===== config.mk =====
export PLATFORM = sky130hd
export DESIGN_NAME = bzs_sequencer
export DESIGN_NICKNAME = d
export VERILOG_FILES = /design/src/bzs_pkg.sv /design/src/bzs_fifo.sv /design/src/bzs_sequencer.sv
export SDC_FILE = /design/constraint.sdc
export NUM_CORES = 1
export LEC_CHECK = 0
export ABC_CLOCK_PERIOD_IN_PS = 12000
export BUFFER_PORTS_ARGS = -buffer_cell sky130_fd_sc_hd__buf_2
export CAP_MARGIN = 40
export CORE_MARGIN = 2
export CORE_UTILIZATION = 60
export DETAILED_ROUTE_END_ITERATION = 7
export GPL_ROUTABILITY_DRIVEN = 0
export PLACE_DENSITY_LB_ADDON = 0.1
export SLEW_MARGIN = 25
export SYNTH_ARGS = -nofsm -noshare
export SYNTH_HDL_FRONTEND = slang
export SYNTH_HIERARCHICAL = 1
export SYNTH_SLANG_ARGS = --single-unit
export TNS_END_PERCENT = 50

===== constraint.sdc =====
create_clock -name clk -period 12 [get_ports clk]
set_clock_uncertainty 0.15 [all_clocks]
set_input_delay 0.6 -clock clk [delete_from_list [all_inputs] [get_ports clk]]
set_output_delay 0.6 -clock clk [all_outputs]
set_load 0.01 [all_outputs]

===== src/bzs_pkg.sv =====
// bzs_pkg: constants, register map and types of the buzzer one-shot / melody sequencer
package bzs_pkg;

    // ==========================================================
    // clock and sound clock
    // ==========================================================
    localparam int unsigned BZS_CLK_PERIOD_NS = 20;
    localparam int unsigned BZS_CLK_HZ = 1000000000 / BZS_CLK_PERIOD_NS;
    localparam int unsigned BZS_SOUND_CLK_HZ = 32768;
    // rounded to nearest, 1526 cycles per sound clock tick
    localparam int unsigned BZS_SND_DIV_CYC =
        (BZS_CLK_HZ + BZS_SOUND_CLK_HZ / 2) / BZS_SOUND_CLK_HZ;

    // ==========================================================
    // timing in sound clock ticks
    // ==========================================================
    // one-shot duration = base + step * code, about 5.9 ms .. 240 ms
    localparam int unsigned BZS_DUR_BASE_TICKS = 193;
    localparam int unsigned BZS_DUR_STEP_TICKS = 512;
    // thirty-second note at tempo code 0, scaled by code + 1
    localparam int unsigned BZS_UNIT_BASE_TICKS = 512;
    // silent gap at the start of an untied note
    localparam int unsigned BZS_BREAK_TICKS = 16;

    // ==========================================================
    // register map (byte addresses, one 32-bit word each)
    // ==========================================================
    localparam logic [7:0] BZS_OFF_SELECT = 8'h00;
    localparam logic [7:0] BZS_OFF_BUFFER = 8'h04;
    localparam logic [7:0] BZS_OFF_FLAGS = 8'h08;

    // select register fields
    localparam int unsigned BZS_SEL_MODE_LSB = 0;
    localparam int unsigned BZS_SEL_DUR_LSB = 8;
    localparam logic [1:0] BZS_MODE_RST = 2'h0;
    localparam logic [3:0] BZS_DUR_RST = 4'h0;

    // flag register bits
    localparam int unsigned BZS_FLG_EMPTY = 0;
    localparam int unsigned BZS_FLG_BUSY = 1;
    localparam int unsigned BZS_FLG_DONE = 2;

    // output modes
    localparam logic [1:0] BZS_MODE_NORMAL = 2'h0;
    localparam logic [1:0] BZS_MODE_ONESHOT = 2'h1;
    localparam logic [1:0] BZS_MODE_MELODY = 2'h2;

    // sound buffer depth
    localparam int unsigned BZS_FIFO_DEPTH = 8;
    localparam int unsigned BZS_WORD_W = 16;

    // ==========================================================
    // types
    // ==========================================================
    // note word as written to the sound buffer, bits 15..0
    typedef struct packed {
        logic tie_bit;
        logic note_rest_bit;
        logic [5:0] length_field;
        logic [7:0] frequency_field;
    } bzs_word_t;

    typedef struct packed {
        logic [3:0] duration_tempo_field;
        logic [1:0] output_mode_field;
    } bzs_select_t;

    typedef enum logic [1:0] {
        BZS_IDLE = 2'b00,
        BZS_LOAD = 2'b01,
        BZS_PLAY = 2'b11
    } bzs_state_t;

endpackage


===== src/bzs_fifo.sv =====
// bzs_fifo: small first-in first-out store with registered read data
`timescale 1ns/1ns
module bzs_fifo #(
    parameter int unsigned WIDTH = 16,
    parameter int unsigned DEPTH = 8
) (
    input wire logic clk,
    input wire logic rst_b,
    input wire logic in_valid,
    output logic in_ready,
    input wire logic [WIDTH-1:0] in_data,
    output logic out_valid,
    input wire logic out_ready,
    output logic [WIDTH-1:0] out_data
);

    localparam int unsigned AW = (DEPTH > 1) ? $clog2(DEPTH) : 1;

    logic [WIDTH-1:0] mem_q [DEPTH];
    logic [AW-1:0] wptr_q;
    logic [AW-1:0] rptr_q;
    logic [AW:0] count_q;
    logic out_valid_q;
    logic [WIDTH-1:0] out_data_q;
    logic push;
    logic pop_mem;

    // ==========================================================
    // handshakes
    // ==========================================================
    assign in_ready = (count_q != (AW + 1)'(DEPTH));
    assign push = in_valid & in_ready;
    // refill the output register whenever it is empty or being taken
    assign pop_mem = (count_q != '0) & (~out_valid_q | out_ready);
    assign out_valid = out_valid_q;
    assign out_data = out_data_q;

    function automatic logic [AW-1:0] ptr_next(input logic [AW-1:0] p);
        ptr_next = (p == AW'(DEPTH - 1)) ? '0 : AW'(p + 1'b1);
    endfunction

    // ==========================================================
    // storage
    // ==========================================================
    always_ff @(posedge clk) begin
        if (push) begin
            mem_q[wptr_q] <= in_data;
        end
    end

    always_ff @(posedge clk) begin
        if (!rst_b) begin
            wptr_q <= '0;
            rptr_q <= '0;
            count_q <= '0;
        end else begin
            if (push) begin
                wptr_q <= ptr_next(wptr_q);
            end
            if (pop_mem) begin
                rptr_q <= ptr_next(rptr_q);
            end
            if (push && !pop_mem) begin
                count_q <= count_q + 1'b1;
            end else if (!push && pop_mem) begin
                count_q <= count_q - 1'b1;
            end
        end
    end

    always_ff @(posedge clk) begin
        if (!rst_b) begin
            out_valid_q <= 1'b0;
            out_data_q <= '0;
        end else if (pop_mem) begin
            out_valid_q <= 1'b1;
            out_data_q <= mem_q[rptr_q];
        end else if (out_ready) begin
            out_valid_q <= 1'b0;
        end
    end

endmodule


===== src/bzs_sequencer.sv =====
// bzs_sequencer: wishbone sound generator, one-shot buzzer and melody sequencer
//
// Behaviour
// - one-shot mode is output mode 1, with duration code set before buffer write.
// - melody mode is output mode 2, with tempo code set before first note.
// - a buffer write clears the empty flag and starts output in current mode.
// - one-shot load on sound clock sets empty and busy flags together.
// - one-shot tone: duty from length field, period from frequency field.
// - one-shot stops itself after duration; sets done, clears busy.
// - melody loads next word at note boundary, sets empty and busy, plays it.
// - melody with no new word at boundary ends output, sets done, clears busy.
// - note/rest bit 0 sounds a note, 1 gives silence, for the length given.
// - length codes 0,1,3,5,7,b,f give thirty-second up to half notes only.
// - tied note continues previous note with no break; same pitch required.
// - frequency code picks pitch; larger code means lower pitch.
// - done flag clears by writing one or writing buffer; no interrupt here.
//
// Our own choices: the address map and the Wishbone register port.
`timescale 1ns/1ns
module bzs_sequencer
    import bzs_pkg::*;
#(
    parameter int unsigned SND_DIV = BZS_SND_DIV_CYC,
    parameter int unsigned DUR_BASE = BZS_DUR_BASE_TICKS,
    parameter int unsigned DUR_STEP = BZS_DUR_STEP_TICKS,
    parameter int unsigned UNIT_BASE = BZS_UNIT_BASE_TICKS
) (
    input wire logic clk,
    input wire logic rst_b,
    input wire logic wb_cyc_i,
    input wire logic wb_stb_i,
    input wire logic wb_we_i,
    input wire logic [7:0] wb_adr_i,
    input wire logic [3:0] wb_sel_i,
    input wire logic [31:0] wb_dat_i,
    output logic [31:0] wb_dat_o,
    output logic wb_ack_o,
    output logic buzzer_o
);

    // ==========================================================
    // declarations
    // ==========================================================
    logic wb_ack_q;
    logic [31:0] wb_dat_q;
    logic buzzer_q;
    bzs_select_t sound_select_q;
    logic buffer_empty_q;
    logic output_busy_q;
    logic output_done_q;
    bzs_state_t state_q;
    bzs_word_t sound_reg_q;
    logic [10:0] div_q;
    logic tick_q;
    logic [7:0] tone_q;
    logic [13:0] sub_q;
    logic [5:0] units_q;

    logic req;
    logic wr_sel;
    logic wr_flags;
    logic push_want;
    logic ack_d;
    logic fifo_in_ready;
    logic fifo_out_valid;
    logic fifo_out_ready;
    bzs_word_t fifo_out_word;
    logic [BZS_WORD_W-1:0] fifo_out_data;
    logic mode_ok;
    logic melody;
    logic load_now;
    logic end_now;
    logic next_note;
    logic finish;
    logic [13:0] unit_lim;
    logic [13:0] dur_lim;
    logic tone_high;
    logic mute;
    logic buzzer_d;
    logic [31:0] rd_data;

    function automatic logic hit(input logic [7:0] adr, input logic [7:0] off);
        hit = (adr[7:2] == off[7:2]);
    endfunction

    // ==========================================================
    // wishbone slave
    // ==========================================================
    assign req = wb_cyc_i & wb_stb_i & ~wb_ack_q;
    assign wr_sel = req & wb_we_i & hit(wb_adr_i, BZS_OFF_SELECT);
    assign wr_flags = req & wb_we_i & hit(wb_adr_i, BZS_OFF_FLAGS) & wb_sel_i[0];
    // a note word needs both low lanes; partial writes are acked and dropped
    assign push_want = req & wb_we_i & hit(wb_adr_i, BZS_OFF_BUFFER)
        & wb_sel_i[0] & wb_sel_i[1];
    // full buffer stalls the ack, so the master waits instead of losing notes
    assign ack_d = req & (~push_want | fifo_in_ready);

    always_comb begin
        rd_data = 32'h0000_0000;
        if (hit(wb_adr_i, BZS_OFF_SELECT)) begin
            rd_data[BZS_SEL_DUR_LSB +: 4] = sound_select_q.duration_tempo_field;
            rd_data[BZS_SEL_MODE_LSB +: 2] = sound_select_q.output_mode_field;
        end else if (hit(wb_adr_i, BZS_OFF_BUFFER)) begin
            rd_data[BZS_WORD_W-1:0] = sound_reg_q;
        end else if (hit(wb_adr_i, BZS_OFF_FLAGS)) begin
            rd_data[BZS_FLG_EMPTY] = buffer_empty_q;
            rd_data[BZS_FLG_BUSY] = output_busy_q;
            rd_data[BZS_FLG_DONE] = output_done_q;
        end
    end

    always_ff @(posedge clk) begin
        if (!rst_b) begin
            wb_ack_q <= 1'b0;
            wb_dat_q <= 32'h0000_0000;
        end else begin
            wb_ack_q <= ack_d;
            if (ack_d && !wb_we_i) begin
                wb_dat_q <= rd_data;
            end
        end
    end

    assign wb_ack_o = wb_ack_q;
    assign wb_dat_o = wb_dat_q;

    // ==========================================================
    // select register
    // ==========================================================
    always_ff @(posedge clk) begin
        if (!rst_b) begin
            sound_select_q.output_mode_field <= BZS_MODE_RST;
            sound_select_q.duration_tempo_field <= BZS_DUR_RST;
        end else if (wr_sel && ack_d) begin
            // mode 1 one-shot, mode 2 melody
            if (wb_sel_i[0]) begin
                sound_select_q.output_mode_field <= wb_dat_i[BZS_SEL_MODE_LSB +: 2];
            end
            if (wb_sel_i[1]) begin
                sound_select_q.duration_tempo_field <= wb_dat_i[BZS_SEL_DUR_LSB +: 4];
            end
        end
    end

    assign melody = (sound_select_q.output_mode_field == BZS_MODE_MELODY);
    assign mode_ok = melody
        | (sound_select_q.output_mode_field == BZS_MODE_ONESHOT);

    // ==========================================================
    // sound buffer
    // ==========================================================
    bzs_fifo #(
        .WIDTH(BZS_WORD_W),
        .DEPTH(BZS_FIFO_DEPTH)
    ) u_buffer (
        .clk(clk),
        .rst_b(rst_b),
        .in_valid(push_want),
        .in_ready(fifo_in_ready),
        .in_data(wb_dat_i[BZS_WORD_W-1:0]),
        .out_valid(fifo_out_valid),
        .out_ready(fifo_out_ready),
        .out_data(fifo_out_data)
    );

    assign fifo_out_word = bzs_word_t'(fifo_out_data);

    // ==========================================================
    // sound clock enable
    // ==========================================================
    always_ff @(posedge clk) begin
        if (!rst_b) begin
            div_q <= '0;
            tick_q <= 1'b0;
        end else if (div_q == 11'(SND_DIV - 1)) begin
            div_q <= '0;
            tick_q <= 1'b1;
        end else begin
            div_q <= div_q + 1'b1;
            tick_q <= 1'b0;
        end
    end

    // ==========================================================
    // sequencing
    // ==========================================================
    // note unit from tempo code; one-shot duration from the same field
    assign unit_lim = 14'(UNIT_BASE * (32'(sound_select_q.duration_tempo_field) + 1) - 1);
    assign dur_lim = 14'(DUR_BASE + DUR_STEP * 32'(sound_select_q.duration_tempo_field) - 1);

    // one-shot ends on duration; melody ends after length + 1 units
    always_comb begin
        end_now = 1'b0;
        if (state_q == BZS_PLAY && tick_q) begin
            if (melody) begin
                end_now = (sub_q == unit_lim) && (units_q == sound_reg_q.length_field);
            end else begin
                end_now = (sub_q == dur_lim);
            end
        end
    end

    assign load_now = (state_q == BZS_LOAD) && tick_q;
    assign next_note = end_now && melody && fifo_out_valid;
    assign finish = end_now && !next_note;
    assign fifo_out_ready = load_now | next_note;

    always_ff @(posedge clk) begin
        if (!rst_b) begin
            state_q <= BZS_IDLE;
        end else begin
            case (state_q)
                BZS_IDLE: begin
                    if (fifo_out_valid && mode_ok) begin
                        state_q <= BZS_LOAD;
                    end
                end
                BZS_LOAD: begin
                    if (load_now) begin
                        state_q <= BZS_PLAY;
                    end
                end
                BZS_PLAY: begin
                    if (finish) begin
                        state_q <= BZS_IDLE;
                    end
                end
                default: begin
                    state_q <= BZS_IDLE;
                end
            endcase
        end
    end

    always_ff @(posedge clk) begin
        if (!rst_b) begin
            sound_reg_q <= '0;
        end else if (fifo_out_ready) begin
            sound_reg_q <= fifo_out_word;
        end
    end

    // ==========================================================
    // note timing counters
    // ==========================================================
    always_ff @(posedge clk) begin
        if (!rst_b) begin
            sub_q <= '0;
            units_q <= '0;
        end else if (fifo_out_ready) begin
            sub_q <= '0;
            units_q <= '0;
        end else if (state_q == BZS_PLAY && tick_q) begin
            if (melody && sub_q == unit_lim) begin
                sub_q <= '0;
                units_q <= units_q + 1'b1;
            end else begin
                sub_q <= sub_q + 1'b1;
            end
        end
    end

    // ==========================================================
    // tone generation
    // ==========================================================
    // a tied word keeps the running phase so the two notes join
    always_ff @(posedge clk) begin
        if (!rst_b) begin
            tone_q <= '0;
        end else if (fifo_out_ready && !(next_note && fifo_out_word.tie_bit)) begin
            tone_q <= '0;
        end else if (state_q == BZS_PLAY && tick_q) begin
            if (tone_q >= sound_reg_q.frequency_field) begin
                tone_q <= '0;
            end else begin
                tone_q <= tone_q + 1'b1;
            end
        end
    end

    // one-shot: high for length + 1 of frequency + 1 ticks; melody: half period
    always_comb begin
        if (melody) begin
            tone_high = (tone_q <= {1'b0, sound_reg_q.frequency_field[7:1]});
        end else begin
            tone_high = (tone_q <= {2'b00, sound_reg_q.length_field});
        end
    end

    // short gap only before an untied note, so repeated notes stay audible
    assign mute = melody && !sound_reg_q.tie_bit && (units_q == '0)
        && (sub_q < 14'(BZS_BREAK_TICKS));
    assign buzzer_d = (state_q == BZS_PLAY) && tone_high && !mute
        && !(melody && sound_reg_q.note_rest_bit);

    always_ff @(posedge clk) begin
        if (!rst_b) begin
            buzzer_q <= 1'b0;
        end else begin
            buzzer_q <= buzzer_d;
        end
    end

    assign buzzer_o = buzzer_q;

    // ==========================================================
    // flags
    // ==========================================================
    // hardware set beats a same-cycle clear on every flag
    always_ff @(posedge clk) begin
        if (!rst_b) begin
            buffer_empty_q <= 1'b1;
        end else if (fifo_out_ready) begin
            buffer_empty_q <= 1'b1;
        end else if (push_want && fifo_in_ready) begin
            buffer_empty_q <= 1'b0;
        end
    end

    always_ff @(posedge clk) begin
        if (!rst_b) begin
            output_busy_q <= 1'b0;
        end else if (fifo_out_ready) begin
            output_busy_q <= 1'b1;
        end else if (finish) begin
            output_busy_q <= 1'b0;
        end
    end

    always_ff @(posedge clk) begin
        if (!rst_b) begin
            output_done_q <= 1'b0;
        end else if (finish) begin
            output_done_q <= 1'b1;
        end else if ((push_want && fifo_in_ready)
                || (wr_flags && wb_dat_i[BZS_FLG_DONE])) begin
            output_done_q <= 1'b0;
        end
    end

endmodule


==> flow_summary_export.csv, run 1 <==
group,metric,value,unit
detailed_routing,ant_nets,0,
clock_network,root_buffer,"clkbuf_16",
grt,grt_max_degree,78,
clock_network,cts_tree,"yes",
synth,synth_area_per_cell,12.2,um2
power_and_ir_drop,clkPwrFrac,39.9,%
floorplanning,pin_count,83,
outcome,outcome,"completed",
floorplanning,start_util,61.7,%
timing,relSlewSlack,47.0,%
setup_path,reg2reg_depth,17,
clock_network,clock_latency,0.53,ns
detailed_routing,avgViaCountPerCell,5.86,
floorplanning,die_area,0.0189,mm2
synth,synth-async-reset-ratio,0,%
setup_path,max_stage_delay,0.50,ns
synth,synth-edff-count,128,
final_layout,multi_input_area,0.00427,mm2
synth,ys_warn_count,6,
setup_path,cp.arrival,4.87,ns
synth,ys_types,70,
clock_network,cts_buffers,25,
setup_path,path_cells,"ha_1 -> or4b_1 -> o21ai_2 -> xnor2_1 -> nand4_2 -> and2_4 -> inv_1 -> nand2b_1 -> and2_4 -> clkinv_2 -> ha_1 -> inv_1 -> ha_1 -> a21oi_1 -> a211oi_1 -> a31oi_1 -> mux2i_1",
setup_path,reg2reg_slack,7.44,ns
setup_path,critPathBufInv,3,
place,hpwl,14800,um
timing,worst_slack,7.44,ns
power_and_ir_drop,p_int,0.00147,W
final_layout,regArea,0.00609,mm2
clock_network,clock_sinks,240,
timing,fmax,219,MHz
floorplanning,die_w,138,um
grt,grt_usage,23.7,%
clock_network,clk_pin_slew,0.06,ns
place,port_buffers,46,
timing,holdWs,0.180,ns
detailed_routing,wl_per_cell,18.7,um
detailed_routing,first_pass_iters,5,
clock_network,postCtsSetupBuffers,0,
timing,maxSlewViolCount,0,
setup_path,slowest_stage,"dfxtp_1",
setup_path,crit_type,"reg2reg",
power_and_ir_drop,leakagePower,4.46,nW
clock_network,cts.repair.resized,0,
power_and_ir_drop,powerDensity,162,mW/mm2
setup_path,cp-start-kind,"register",
final_layout,syn_to_final_growth,11.5,%
synth,mappedNetlistArea,0.0107,mm2
setup_path,critPathMostFrequentCell,"ha_1",
detailed_routing,drt_iter0_markers,380,
setup_path,required,12.31,ns
job,cap_violations,0,
timing,setup_viol,0,
timing,worst_pin_slew,0.788,ns
detailed_routing,wl,21800,um
setup_path,path_max_fanout,35,
setup_path,r2r-start,"sound_select_q[2]",
hold_path,hp-class,"in2reg",
setup_path,cp_num_cells,17,
floorplanning,die_y,138,um
timing,setup-tns-final,0,ns
power_and_ir_drop,ir_drop,141,uV
final_layout,n_antenna_cell,0,
final_layout,fillers,1212,
timing,fin_crit,4.56,ns
clock_network,cts_buffer_depth,3,
power_and_ir_drop,sequentialPowerShare,47.5,%
setup_path,crit_family,"simple AND/OR/NAND/NOR gates",
grt,grt_pass1_vias,6660,
power_and_ir_drop,power_frac_comb,12.6,%
clock_network,cts_hold_buf,0,
grt,grt_overflow_total,0,
synth,postSynthCellCount,875,
power_and_ir_drop,switching_power,0.000467,W
synth,ys.flop_type,"edfxtp_1",
detailed_routing,route.detailed.drc,0,
timing,rsz0062_at_grt,"false",
floorplanning,num_rows,48,
final_layout,nets,1009,
grt,grt_pass1_wl,34200,um
setup_path,r2r_end,"u_buffer/count_q[3]",
place,pre_cts_slack,7.55,ns
setup_path,end_kind,"register",
timing,post-route-period-util,38.0,%
setup_path,cp-endpoint,"u_buffer/count_q[3]",
synth,ys_seq_area_share,56.8,%
power_and_ir_drop,swShare,24.1,%
timing,final_hold_viol_count,0,
setup_path,crit_path_start,"sound_select_q[2]",
detailed_routing,routed-via-count,6823,
clock_network,htreeDepth,1,
grt,antenna_found_initial,0,
final_layout,drive_gt1_share,16.5,%
synth,ys_ff_latch,240,
floorplanning,core_region_area,0.0174,mm2
synthesized netlist by cell type (2+ instances only):
master,n,area [um2]
mux4_2,32,721
o21ai_2,2,17.5
mux2i_1,30,300
nand3_1,22,110
clkbuf_1,20,75.1
nor4_1,8,50.1
xnor2_1,24,210
buf_6,5,56.3
o21a_1,5,37.5
dfxtp_1,112,2240
ha_1,38,475
or4b_1,2,20.0
nand2b_1,7,43.8
nor3_1,17,85.1
nand4_1,16,100
edfxtp_1,128,3840
and2_4,2,17.5
xor2_1,24,210
a31oi_1,17,106
or3_1,5,31.3
buf_2,7,35.0
o21ai_0,18,90.1
nand3b_1,6,45.0
o21ai_1,12,60.1
nor2_1,28,105
and2_1,7,43.8
nor2b_1,21,131
a22oi_1,10,75.1
a21boi_0,9,67.6
or4_1,2,15.0
a21boi_1,4,30.0
a21oi_1,16,80.1
inv_1,27,101
nand2_1,117,439
or2_2,4,25.0
buf_4,19,143
o41ai_1,2,17.5
and3_1,17,106
and4_1,2,17.5
cell usage in the layout (no fill, tap or decap), types with 13 or more instances in the layout:
| cell type | count |
|---|---|
| edfxtp_1 | 128 |
| nand2_1 | 117 |
| dfxtp_1 | 110 |
| buf_2 | 47 |
| ha_1 | 38 |
| mux4_2 | 32 |
| mux2i_1 | 30 |
| nor2_1 | 28 |
| inv_1 | 27 |
| clkbuf_16 | 25 |
| xnor2_1 | 24 |
| xor2_1 | 24 |
| nand3_1 | 22 |
| nor2b_1 | 21 |
| o21ai_0 | 18 |
| and3_1 | 17 |
| a31oi_1 | 17 |
| nand4_1 | 16 |
| a21oi_1 | 16 |
| conb_1 | 16 |
| nor3_1 | 13 |
routing by layer:
layer	share of wire [%]	GRT usage, %	up-vias
met5	0	0	-
met4	3.1	7.85	0
met3	5.1	3.09	46
met2	51	41.3	213
met1	41	30.8	3313
li1	-	-	3251
through the flow:
stage | cell area (um2) | instances | total power [W] | util, %
floorplan | 10800 | 890 | 0.00114 | -
global placement | 11000 | 1113 | 0.00117 | 63.6
detailed placement | 11100 | 1119 | 0.00118 | 64.1
CTS | 11900 | 1164 | 0.00195 | 68.8
global route | 11900 | 1164 | 0.00201 | 68.8
finish | 11900 | 1164 | 0.00194 | 68.8
layout make-up:
| type | count | area share [%] |
|---|---|---|
| clock buffer | 33 | 5.66 |
| inverter | 29 | 0.922 |
| multi-input combinational | 566 | 35.7 |
| tap | 225 | 2.36 |
| sequential | 240 | 51.0 |
| clock inverter | 12 | 1.26 |
| timing repair buffer | 59 | 3.11 |
flip-flops by register name, indices dropped and copies added (netlist names), 2 cells and up:
| name | flops |
|---|---|
| u_buffer/mem_q | 128 |
| sound_reg_q | 16 |
| u_buffer/out_data | 16 |
| wb_dat_o | 16 |
| sub_q | 14 |
| div_q | 11 |
| tone_q | 8 |
| sound_select_q | 6 |
| units_q | 6 |
| u_buffer/count_q | 4 |
| u_buffer/rptr_q | 3 |
| u_buffer/wptr_q | 3 |
| state_q | 2 |
power by group through the flow:
stage	combinational [W]	clock [W]	sequential [W]
2_1_floorplan	0.000221	0	0.000923
3_3_place_gp	0.000225	0	0.000942
3_5_place_dp	0.000245	0	0.000937
4_1_cts	0.000246	0.000786	0.000920
5_1_grt	0.000269	0.000818	0.000924
6_report	0.000244	0.000773	0.000920
worst min-delay path by stage:
| stage | depth (start not counted) | start | to |
|---|---|---|---|
| global route | 1 | wb_dat_i[4] | u_buffer/mem_q[4][4] |
| CTS | 1 | wb_dat_i[3] | u_buffer/mem_q[0][3] |
| floorplan | 2 | u_buffer/out_data[0] | sound_reg_q[0] |
| finish | 1 | wb_dat_i[3] | u_buffer/mem_q[5][3] |
| global placement | 2 | u_buffer/out_data[0] | sound_reg_q[0] |
| detailed placement | 2 | u_buffer/out_data[8] | sound_reg_q[8] |
kinds of logic (layout without fill, tap and decap cells):
logic type / Yosys count / in the layout / synth area share [%]
xor gates and xnor gates: 49 / 49 / 4.08
other: 1 / 16 / 0.0350
DFF: 240 / 240 / 56.8
buffers and inverters: 84 / 133 / 4.32
muxes: 63 / 63 / 9.64
adders and majority gates: 39 / 39 / 4.63
AOI/OAI and AO/OA: 104 / 104 / 6.16
and+or+nand+nor: 295 / 295 / 14.3
No activity file was read; power rests on OpenSTA's default activity.
==> run 2: changes to the inputs <==
--- a/config.mk
+++ b/config.mk
@@ -5,11 +5,12 @@
 export SDC_FILE = /design/constraint.sdc
 export NUM_CORES = 1
 export LEC_CHECK = 0
-export ABC_CLOCK_PERIOD_IN_PS = 12000
+export ABC_AREA = 1
+export ABC_CLOCK_PERIOD_IN_PS = 4100
 export BUFFER_PORTS_ARGS = -buffer_cell sky130_fd_sc_hd__buf_2
 export CAP_MARGIN = 40
 export CORE_MARGIN = 2
-export CORE_UTILIZATION = 60
+export CORE_UTILIZATION = 55
 export DETAILED_ROUTE_END_ITERATION = 7
 export GPL_ROUTABILITY_DRIVEN = 0
 export PLACE_DENSITY_LB_ADDON = 0.1
==> constraint.sdc (replaced) <==
create_clock -name clk -period 4.1 [get_ports clk]
set_clock_uncertainty 0.15 [all_clocks]
set_input_delay 0.205 -clock clk [delete_from_list [all_inputs] [get_ports clk]]
set_output_delay 0.205 -clock clk [all_outputs]
set_load 0.01 [all_outputs]
==> flow_summary_export.csv, run 2 <==
group,metric,value,unit
detailed_routing,first_pass_iters,5,
synth,synth_most_common_cell,"nand2_1",
synth,yosys.area_share.simple,24.7,%
floorplanning,pin_count,83,
final_layout,largest-register,"u_buffer/mem_q",
final_layout,nets,1528,
final_layout,largest_register_ffs,128,
hold_path,hp-class,"in2reg",
grt,grt_pass1_vias,8595,
floorplanning,die_y,150,um
timing,worst_pin_slew,0.836,ns
timing,maxSlewViolCount,0,
floorplanning,num_rows,53,
detailed_routing,wl_per_cell,15.5,um
setup_path,critPathBufInv,3,
clock_network,clk_pin_slew,0.06,ns
synth,synth_area_per_cell,8.46,um2
setup_path,cp-start-kind,"register",
synth,synth_top_area_share,32.9,%
detailed_routing,ant_nets,0,
synth,synth_top_family_by_area,"simple AND/OR/NAND/NOR gates",
power_and_ir_drop,swShare,31.0,%
setup_path,path_max_fanout,11,
detailed_routing,avgViaCountPerCell,5.23,
final_layout,drive_gt1_share,8.90,%
power_and_ir_drop,leakagePower,5.59,nW
setup_path,path_cells,"ha_1 -> inv_1 -> nand2_1 -> nand3_1 -> inv_1 -> nand2_1 -> nand2_1 -> nand2_1 -> nand3_2 -> nor2_4 -> nand3_4 -> nand2_1 -> o21ai_2 -> ha_1 -> inv_1 -> ha_1 -> or2_1 -> nand2_1 -> nand3_1 -> nand2_1 -> nand2_1 -> a21oi_1",
final_layout,mostFrequentLayoutCell,"nand2_1",
clock_network,cts_buffers,26,
power_and_ir_drop,clkPwrFrac,35.8,%
grt,antenna_found_initial,1,
synth,synth-edff-count,128,
floorplanning,die_area,0.0224,mm2
synth,synth-async-reset-ratio,0,%
power_and_ir_drop,switching_power,0.00198,W
setup_path,end_kind,"register",
detailed_routing,route.detailed.drc,0,
synth,synthTopCellsByCount,"nand2_1, inv_1, nand3_1, edfxtp_1, dfxtp_1",
place,place_inst,1666,
floorplanning,start_util,55.8,%
final_layout,syn_to_final_growth,11.7,%
timing,post-route-period-util,88.6,%
clock_network,cts_tree,"yes",
power_and_ir_drop,power_frac_comb,21.3,%
power_and_ir_drop,p_int,0.00440,W
setup_path,cp_num_cells,22,
clock_network,clock_latency,0.54,ns
place,hpwl,17200,um
power_and_ir_drop,ir_drop,523,uV
timing,fin_crit,3.63,ns
grt,grt_max_degree,67,
setup_path,max_stage_delay,0.54,ns
detailed_routing,drt_iter0_markers,590,
power_and_ir_drop,sequentialPowerShare,42.9,%
setup_path,required,4.40,ns
synth,muxShareOfSynthArea,0,%
clock_network,htreeDepth,1,
final_layout,final_cells,1735,
final_layout,n_antenna_cell,0,
timing,worst_slack,0.466,ns
outcome,outcome,"completed",
floorplanning,die_w,150,um
synth,yosys.area_share.adder,4.24,%
setup_path,crit_type,"reg2reg",
grt,grt_overflow_total,0,
detailed_routing,wl,27000,um
setup_path,reg2reg_depth,22,
grt,grt_usage,24.7,%
setup_path,slowest_stage,"dfxtp_1",
setup_path,cp.arrival,3.93,ns
clock_network,cts_buffer_depth,3,
timing,fmax,275,MHz
final_layout,finalInstanceArea,0.0131,mm2
place,pre_cts_slack,0.172,ns
synth,ys_top_cells_by_area,"edfxtp_1, dfxtp_1, nand2_1, nand3_1, inv_1",
synth,ys.flop_type,"edfxtp_1",
clock_network,clock_sinks,240,
detailed_routing,routed-via-count,9074,
synth,ys_warn_count,6,
synth,synth-compound-area-share,6.62,%
synth,synthXorXnorAreaFrac,1.87,%
setup_path,critPathMostFrequentCell,"nand2_1",
clock_network,root_buffer,"clkbuf_16",
job,cap_violations,0,
power_and_ir_drop,total_power,0.00639,W
grt,grt_pass1_wl,43600,um
timing,relSlewSlack,44.3,%
hold_path,hold_depth,5,
synth,ys_seq_area_share,52.1,%
timing,setup_viol,0,
timing,final_hold_viol_count,0,
power_and_ir_drop,powerDensity,489,mW/mm2
final_layout,mostFrequentLayoutCells,"nand2_1, inv_1, nand3_1",
floorplanning,core_region_area,0.0210,mm2
setup_path,crit_family,"simple AND/OR/NAND/NOR gates",
timing,setup-tns-final,0,ns
synth,ys_ff_latch,240,
synth,mappedNetlistArea,0.0117,mm2
synth,ys_types,44,
synth,synth.largest_area_cell,"edfxtp_1",
place,port_buffers,46,
clock_network,cts.repair.resized,0,
synth,postSynthCellCount,1381,
timing,rsz0062_at_grt,"false",
place,dpl_cell_area,0.0120,mm2
run 2: changes by cell type in the layout (fill, tap and decap cells not counted), sizes merged, moves of 16 or more:
| cell | before | now |
|---|---|---|
| dlygate4sd3 | 0 | 20 |
| and3 | 17 | 1 |
| xnor2 | 24 | 7 |
| nand3 | 23 | 159 |
| nor2b | 21 | 0 |
| nand2 | 118 | 333 |
| mux4 | 32 | 0 |
| inv | 29 | 210 |
| a21oi | 16 | 97 |
| nor2 | 28 | 91 |
| a31oi | 17 | 1 |
| mux2i | 30 | 0 |
run 2: layout make-up:
type                       count  area [um2]
multi-input combinational    878        4430
tap                          275         344
inverter                     211         795
fill                        1805        7900
clock buffer                  33         707
sequential                   240        6090
clock inverter                15         130
timing repair buffer          83         562
run 2: worst paths after layout:
kind	start	slack, ns	endpoint
worst min register to register	wb_dat_o[2]	0.29	wb_dat_o[2]
worst min-delay path	wb_we_i	0.04	sound_select_q[1]
worst max register to register	sound_select_q[2]	0.47	u_buffer/count_q[3]
worst max-delay path	sound_select_q[2]	0.47	u_buffer/count_q[3]
run 2: worst register-to-register path, delay by kind of cell (launching register included):
family                   cells  cell delay (ns)
AO/OA/AOI/OAI                2             0.52
flip-flops                   1             0.54
adder cells (fa/ha/maj)      3             0.88
buffers and inverters        3             0.24
AND/OR/NAND/NOR             14             1.22
run 2: through the flow:
stage | hold slack [ns] | util (%)
6_report | 0.0385 | 62.3
5_1_grt | 0.0665 | 62.3
4_1_cts | 0.0230 | 62.3
3_5_place_dp | 0.284 | 57.3
3_3_place_gp | 0.282 | 57.3
2_1_floorplan | 0.154 | -
run 2: what timing repair did:
action / CTS / global route
setup endpoints to repair: 0 / 0
hold buffers: 20 / 0
hold endpoints to repair: 136 / 0
setup buffers: 0 / 0
run 2: cell families after synthesis:
family          Yosys count
simple gates            652
other cells               1
fa+ha+maj                39
buf+inv                 278
compound gates          146
xor+xnor                 25
flops                   240
run 2: per-layer routing:
layer / share of wire [%] / vias up / global-route usage, %
met2: 45 / 278 / 39.8
met3: 6.4 / 46 / 3.69
li1: - / 4581 / -
met4: 2.2 / 0 / 6.13
met5: 0 / - / 0
met1: 47 / 4169 / 35.3
run 2: power groups by stage:
stage	combinational [W]	sequential (W)	clock (W)
2_1_floorplan	0.00106	0.00276	0
3_3_place_gp	0.00131	0.00279	0
3_5_place_dp	0.00133	0.00279	0
4_1_cts	0.00134	0.00274	0.00232
5_1_grt	0.00154	0.00275	0.00243
6_report	0.00136	0.00274	0.00229
==> run 3: changes to the inputs <==
--- a/config.mk
+++ b/config.mk
@@ -10,13 +10,12 @@
 export BUFFER_PORTS_ARGS = -buffer_cell sky130_fd_sc_hd__buf_2
 export CAP_MARGIN = 40
 export CORE_MARGIN = 2
-export CORE_UTILIZATION = 55
+export CORE_UTILIZATION = 54
 export DETAILED_ROUTE_END_ITERATION = 7
 export GPL_ROUTABILITY_DRIVEN = 0
 export PLACE_DENSITY_LB_ADDON = 0.1
 export SLEW_MARGIN = 25
 export SYNTH_ARGS = -nofsm -noshare
 export SYNTH_HDL_FRONTEND = slang
-export SYNTH_HIERARCHICAL = 1
 export SYNTH_SLANG_ARGS = --single-unit
 export TNS_END_PERCENT = 50
==> flow_summary_export.csv, run 3 <==
group,metric,value,unit
synth,synth.largest_area_cell,"edfxtp_1",
floorplanning,num_rows,51,
detailed_routing,wl_per_cell,15.6,um
power_and_ir_drop,ir_drop,317,uV
place,port_buffers,46,
clock_network,cts_tree,"yes",
final_layout,n_antenna_cell,0,
hold_path,hp-start,"rst_b",
clock_network,postCtsSetupBuffers,0,
final_layout,largest_register_ffs,128,
power_and_ir_drop,total_power,0.00637,W
grt,grt_max_degree,66,
clock_network,cts.repair.resized,0,
outcome,outcome,"completed",
grt,grt_usage,22.7,%
floorplanning,die_w,146,um
timing,fin_crit,3.65,ns
clock_network,clk_pin_slew,0.06,ns
timing,final_hold_viol_count,0,
clock_network,clock_sinks,240,
clock_network,cts_buffers,27,
detailed_routing,ant_nets,0,
grt,grt_pass1_vias,7699,
synth,synth-edff-count,128,
grt,grt_overflow_total,0,
power_and_ir_drop,power_frac_comb,20.0,%
synth,synth_area_per_cell,9.18,um2
floorplanning,core_region_area,0.0197,mm2
detailed_routing,first_pass_iters,5,
setup_path,crit_path_start,"sound_select_q[3]",
final_layout,finalInstanceArea,0.0126,mm2
timing,setup_viol,0,
clock_network,clock_latency,0.54,ns
floorplanning,pin_count,83,
setup_path,path_cells,"ha_1 -> inv_1 -> nand2_1 -> nand3_1 -> nand3_1 -> nand2_1 -> inv_1 -> nand4_1 -> nand2_2 -> nand2_4 -> nand3_4 -> nand2_4 -> ha_1 -> inv_1 -> ha_1 -> and3_1 -> a211oi_1 -> nor2_1 -> nor2_1 -> nand2_1 -> o21ai_0 -> a21oi_1",
synth,ys_ff_latch,240,
timing,maxSlewViolCount,0,
setup_path,max_stage_delay,0.46,ns
clock_network,htreeDepth,1,
detailed_routing,avgViaCountPerCell,5.31,
timing,fmax,274,MHz
synth,ys_warn_count,0,
detailed_routing,route.detailed.drc,0,
synth,ys_top_cells_by_area,"edfxtp_1, dfxtp_1, nand2_1, nor2_1, o21ai_0",
synth,synth-async-reset-ratio,0,%
synth,ys_seq_area_share,55.9,%
setup_path,r2r_end,"u_buffer.count_q[3]",
grt,antenna_found_initial,0,
detailed_routing,drt_iter0_markers,620,
setup_path,cp-start-kind,"register",
floorplanning,die_area,0.0213,mm2
timing,holdWs,0.0664,ns
timing,post-route-period-util,89.0,%
hold_path,hp-class,"in2reg",
grt,grt_pass1_wl,39300,um
job,cap_violations,0,
setup_path,cp.arrival,3.93,ns
synth,synth_top_area_share,35.3,%
hold_path,hold_depth,3,
power_and_ir_drop,switching_power,0.00185,W
setup_path,crit_type,"reg2reg",
synth,synth_most_common_cell,"nand2_1",
synth,ys_types,44,
setup_path,reg2reg_slack,0.45,ns
setup_path,reg2reg_depth,22,
detailed_routing,routed-via-count,8242,
setup_path,end_kind,"register",
floorplanning,die_y,146,um
hold_path,min_to,"wb_dat_o[12]",
power_and_ir_drop,swShare,29.1,%
place,dpl_cell_area,0.0114,mm2
synth,postSynthCellCount,1187,
clock_network,cts_buffer_depth,3,
setup_path,r2r-start,"sound_select_q[3]",
final_layout,mostFrequentLayoutCells,"nand2_1, nor2_1, edfxtp_1",
final_layout,nets,1353,
floorplanning,start_util,55.4,%
setup_path,path_max_fanout,10,
timing,relSlewSlack,56.0,%
power_and_ir_drop,p_int,0.00451,W
power_and_ir_drop,clkPwrFrac,37.8,%
timing,setup-tns-final,0,ns
setup_path,slowest_stage,"dfxtp_1",
synth,mappedNetlistArea,0.0109,mm2
setup_path,required,4.38,ns
power_and_ir_drop,leakagePower,4.96,nW
final_layout,syn_to_final_growth,15.4,%
power_and_ir_drop,sequentialPowerShare,42.2,%
synth,ys.flop_type,"edfxtp_1",
timing,rsz0062_at_grt,"false",
final_layout,largest-register,"u_buffer.mem_q",
clock_network,root_buffer,"clkbuf_16",
synth,synthTopCellsByCount,"nand2_1, nor2_1, edfxtp_1, inv_1, dfxtp_1",
final_layout,fin_util,64.0,%
clock_network,cts_hold_buf,23,
detailed_routing,wl,24200,um
power_and_ir_drop,powerDensity,506,mW/mm2
final_layout,mostFrequentLayoutCell,"nand2_1",
timing,worst_pin_slew,0.659,ns
final_layout,drive_gt1_share,10.9,%
place,hpwl,16000,um
-- run 3: cell types whose count changed in the layout (fill, tap and decap cells not counted), moves of 6 or more --
cell | before | now
nand3_1 | 153 | 29
nand2_1 | 330 | 208
inv_1 | 200 | 115
o21ai_0 | 30 | 100
nor2_1 | 86 | 143
o22ai_1 | 5 | 21
a32o_1 | 0 | 14
a21oi_1 | 97 | 89
buf_4 | 16 | 24
nor3_2 | 0 | 8
clkinv_1 | 8 | 2
nor3_1 | 26 | 20
-- run 3: logic make-up after synthesis --
logic type / share of synthesized area [%]
xor gates and xnor gates: 1.69
AOI/OAI and AO/OA: 12.2
other: 0.0344
adders and majority gates: 4.55
DFF: 55.9
buffers and inverters: 7.16
and+or+nand+nor: 18.5
-- run 3: power groups by stage --
stage	registers, W	logic, W	clock network, W
detailed placement	0.00274	0.00123	0
global route	0.00270	0.00145	0.00255
floorplan	0.00272	0.000957	0
finish	0.00269	0.00127	0.00241
global placement	0.00274	0.00120	0
CTS	0.00269	0.00125	0.00244
-- run 3: final cells by class --
cell class	instances	area (um2)
Fill cell	1652	7080
Inverter	121	454
Tap cell	265	332
Multi-Input combinational cell	780	4120
Clock inverter	11	131
Sequential cell	240	6090
Timing Repair Buffer	95	676
Clock buffer	39	772
-- run 3: per-layer routing --
metal | track usage [%] | vias to the layer above | wire, um
met5 | 0 | - | 0
met4 | 4.85 | 0 | 314
met2 | 37.4 | 226 | 11100
met1 | 32.8 | 3824 | 11500
li1 | - | 4164 | -
met3 | 2.59 | 28 | 1370
-- run 3: worst max-delay path by stage --
stage / to / slack, ns / cells after the start
6_report: u_buffer.count_q[3] / 0.45 / 22
5_1_grt: u_buffer.count_q[3] / 0.16 / 23
4_1_cts: u_buffer.count_q[3] / 0.49 / 23
3_5_place_dp: u_buffer.count_q[3] / 0.54 / 23
3_3_place_gp: u_buffer.count_q[3] / 0.66 / 23
2_1_floorplan: u_buffer.count_q[3] / 0.77 / 23
-- run 3: through the flow --
stage / std cells / setup WS (ns)
detailed placement: 1476 / 0.542
global placement: 1476 / 0.661
CTS: 1549 / 0.487
finish: 1551 / 0.450
global route: 1551 / 0.164
floorplan: 1202 / 0.770
-- run 3: worst max-delay path, delay by kind of cell, from the launching register on --
family | cells | cell delay, ns
AOI/OAI and AO/OA | 3 | 0.44
buffers and inverters | 3 | 0.32
DFF | 1 | 0.46
and+or+nand+nor | 13 | 1.35
adders and majority gates | 3 | 0.83
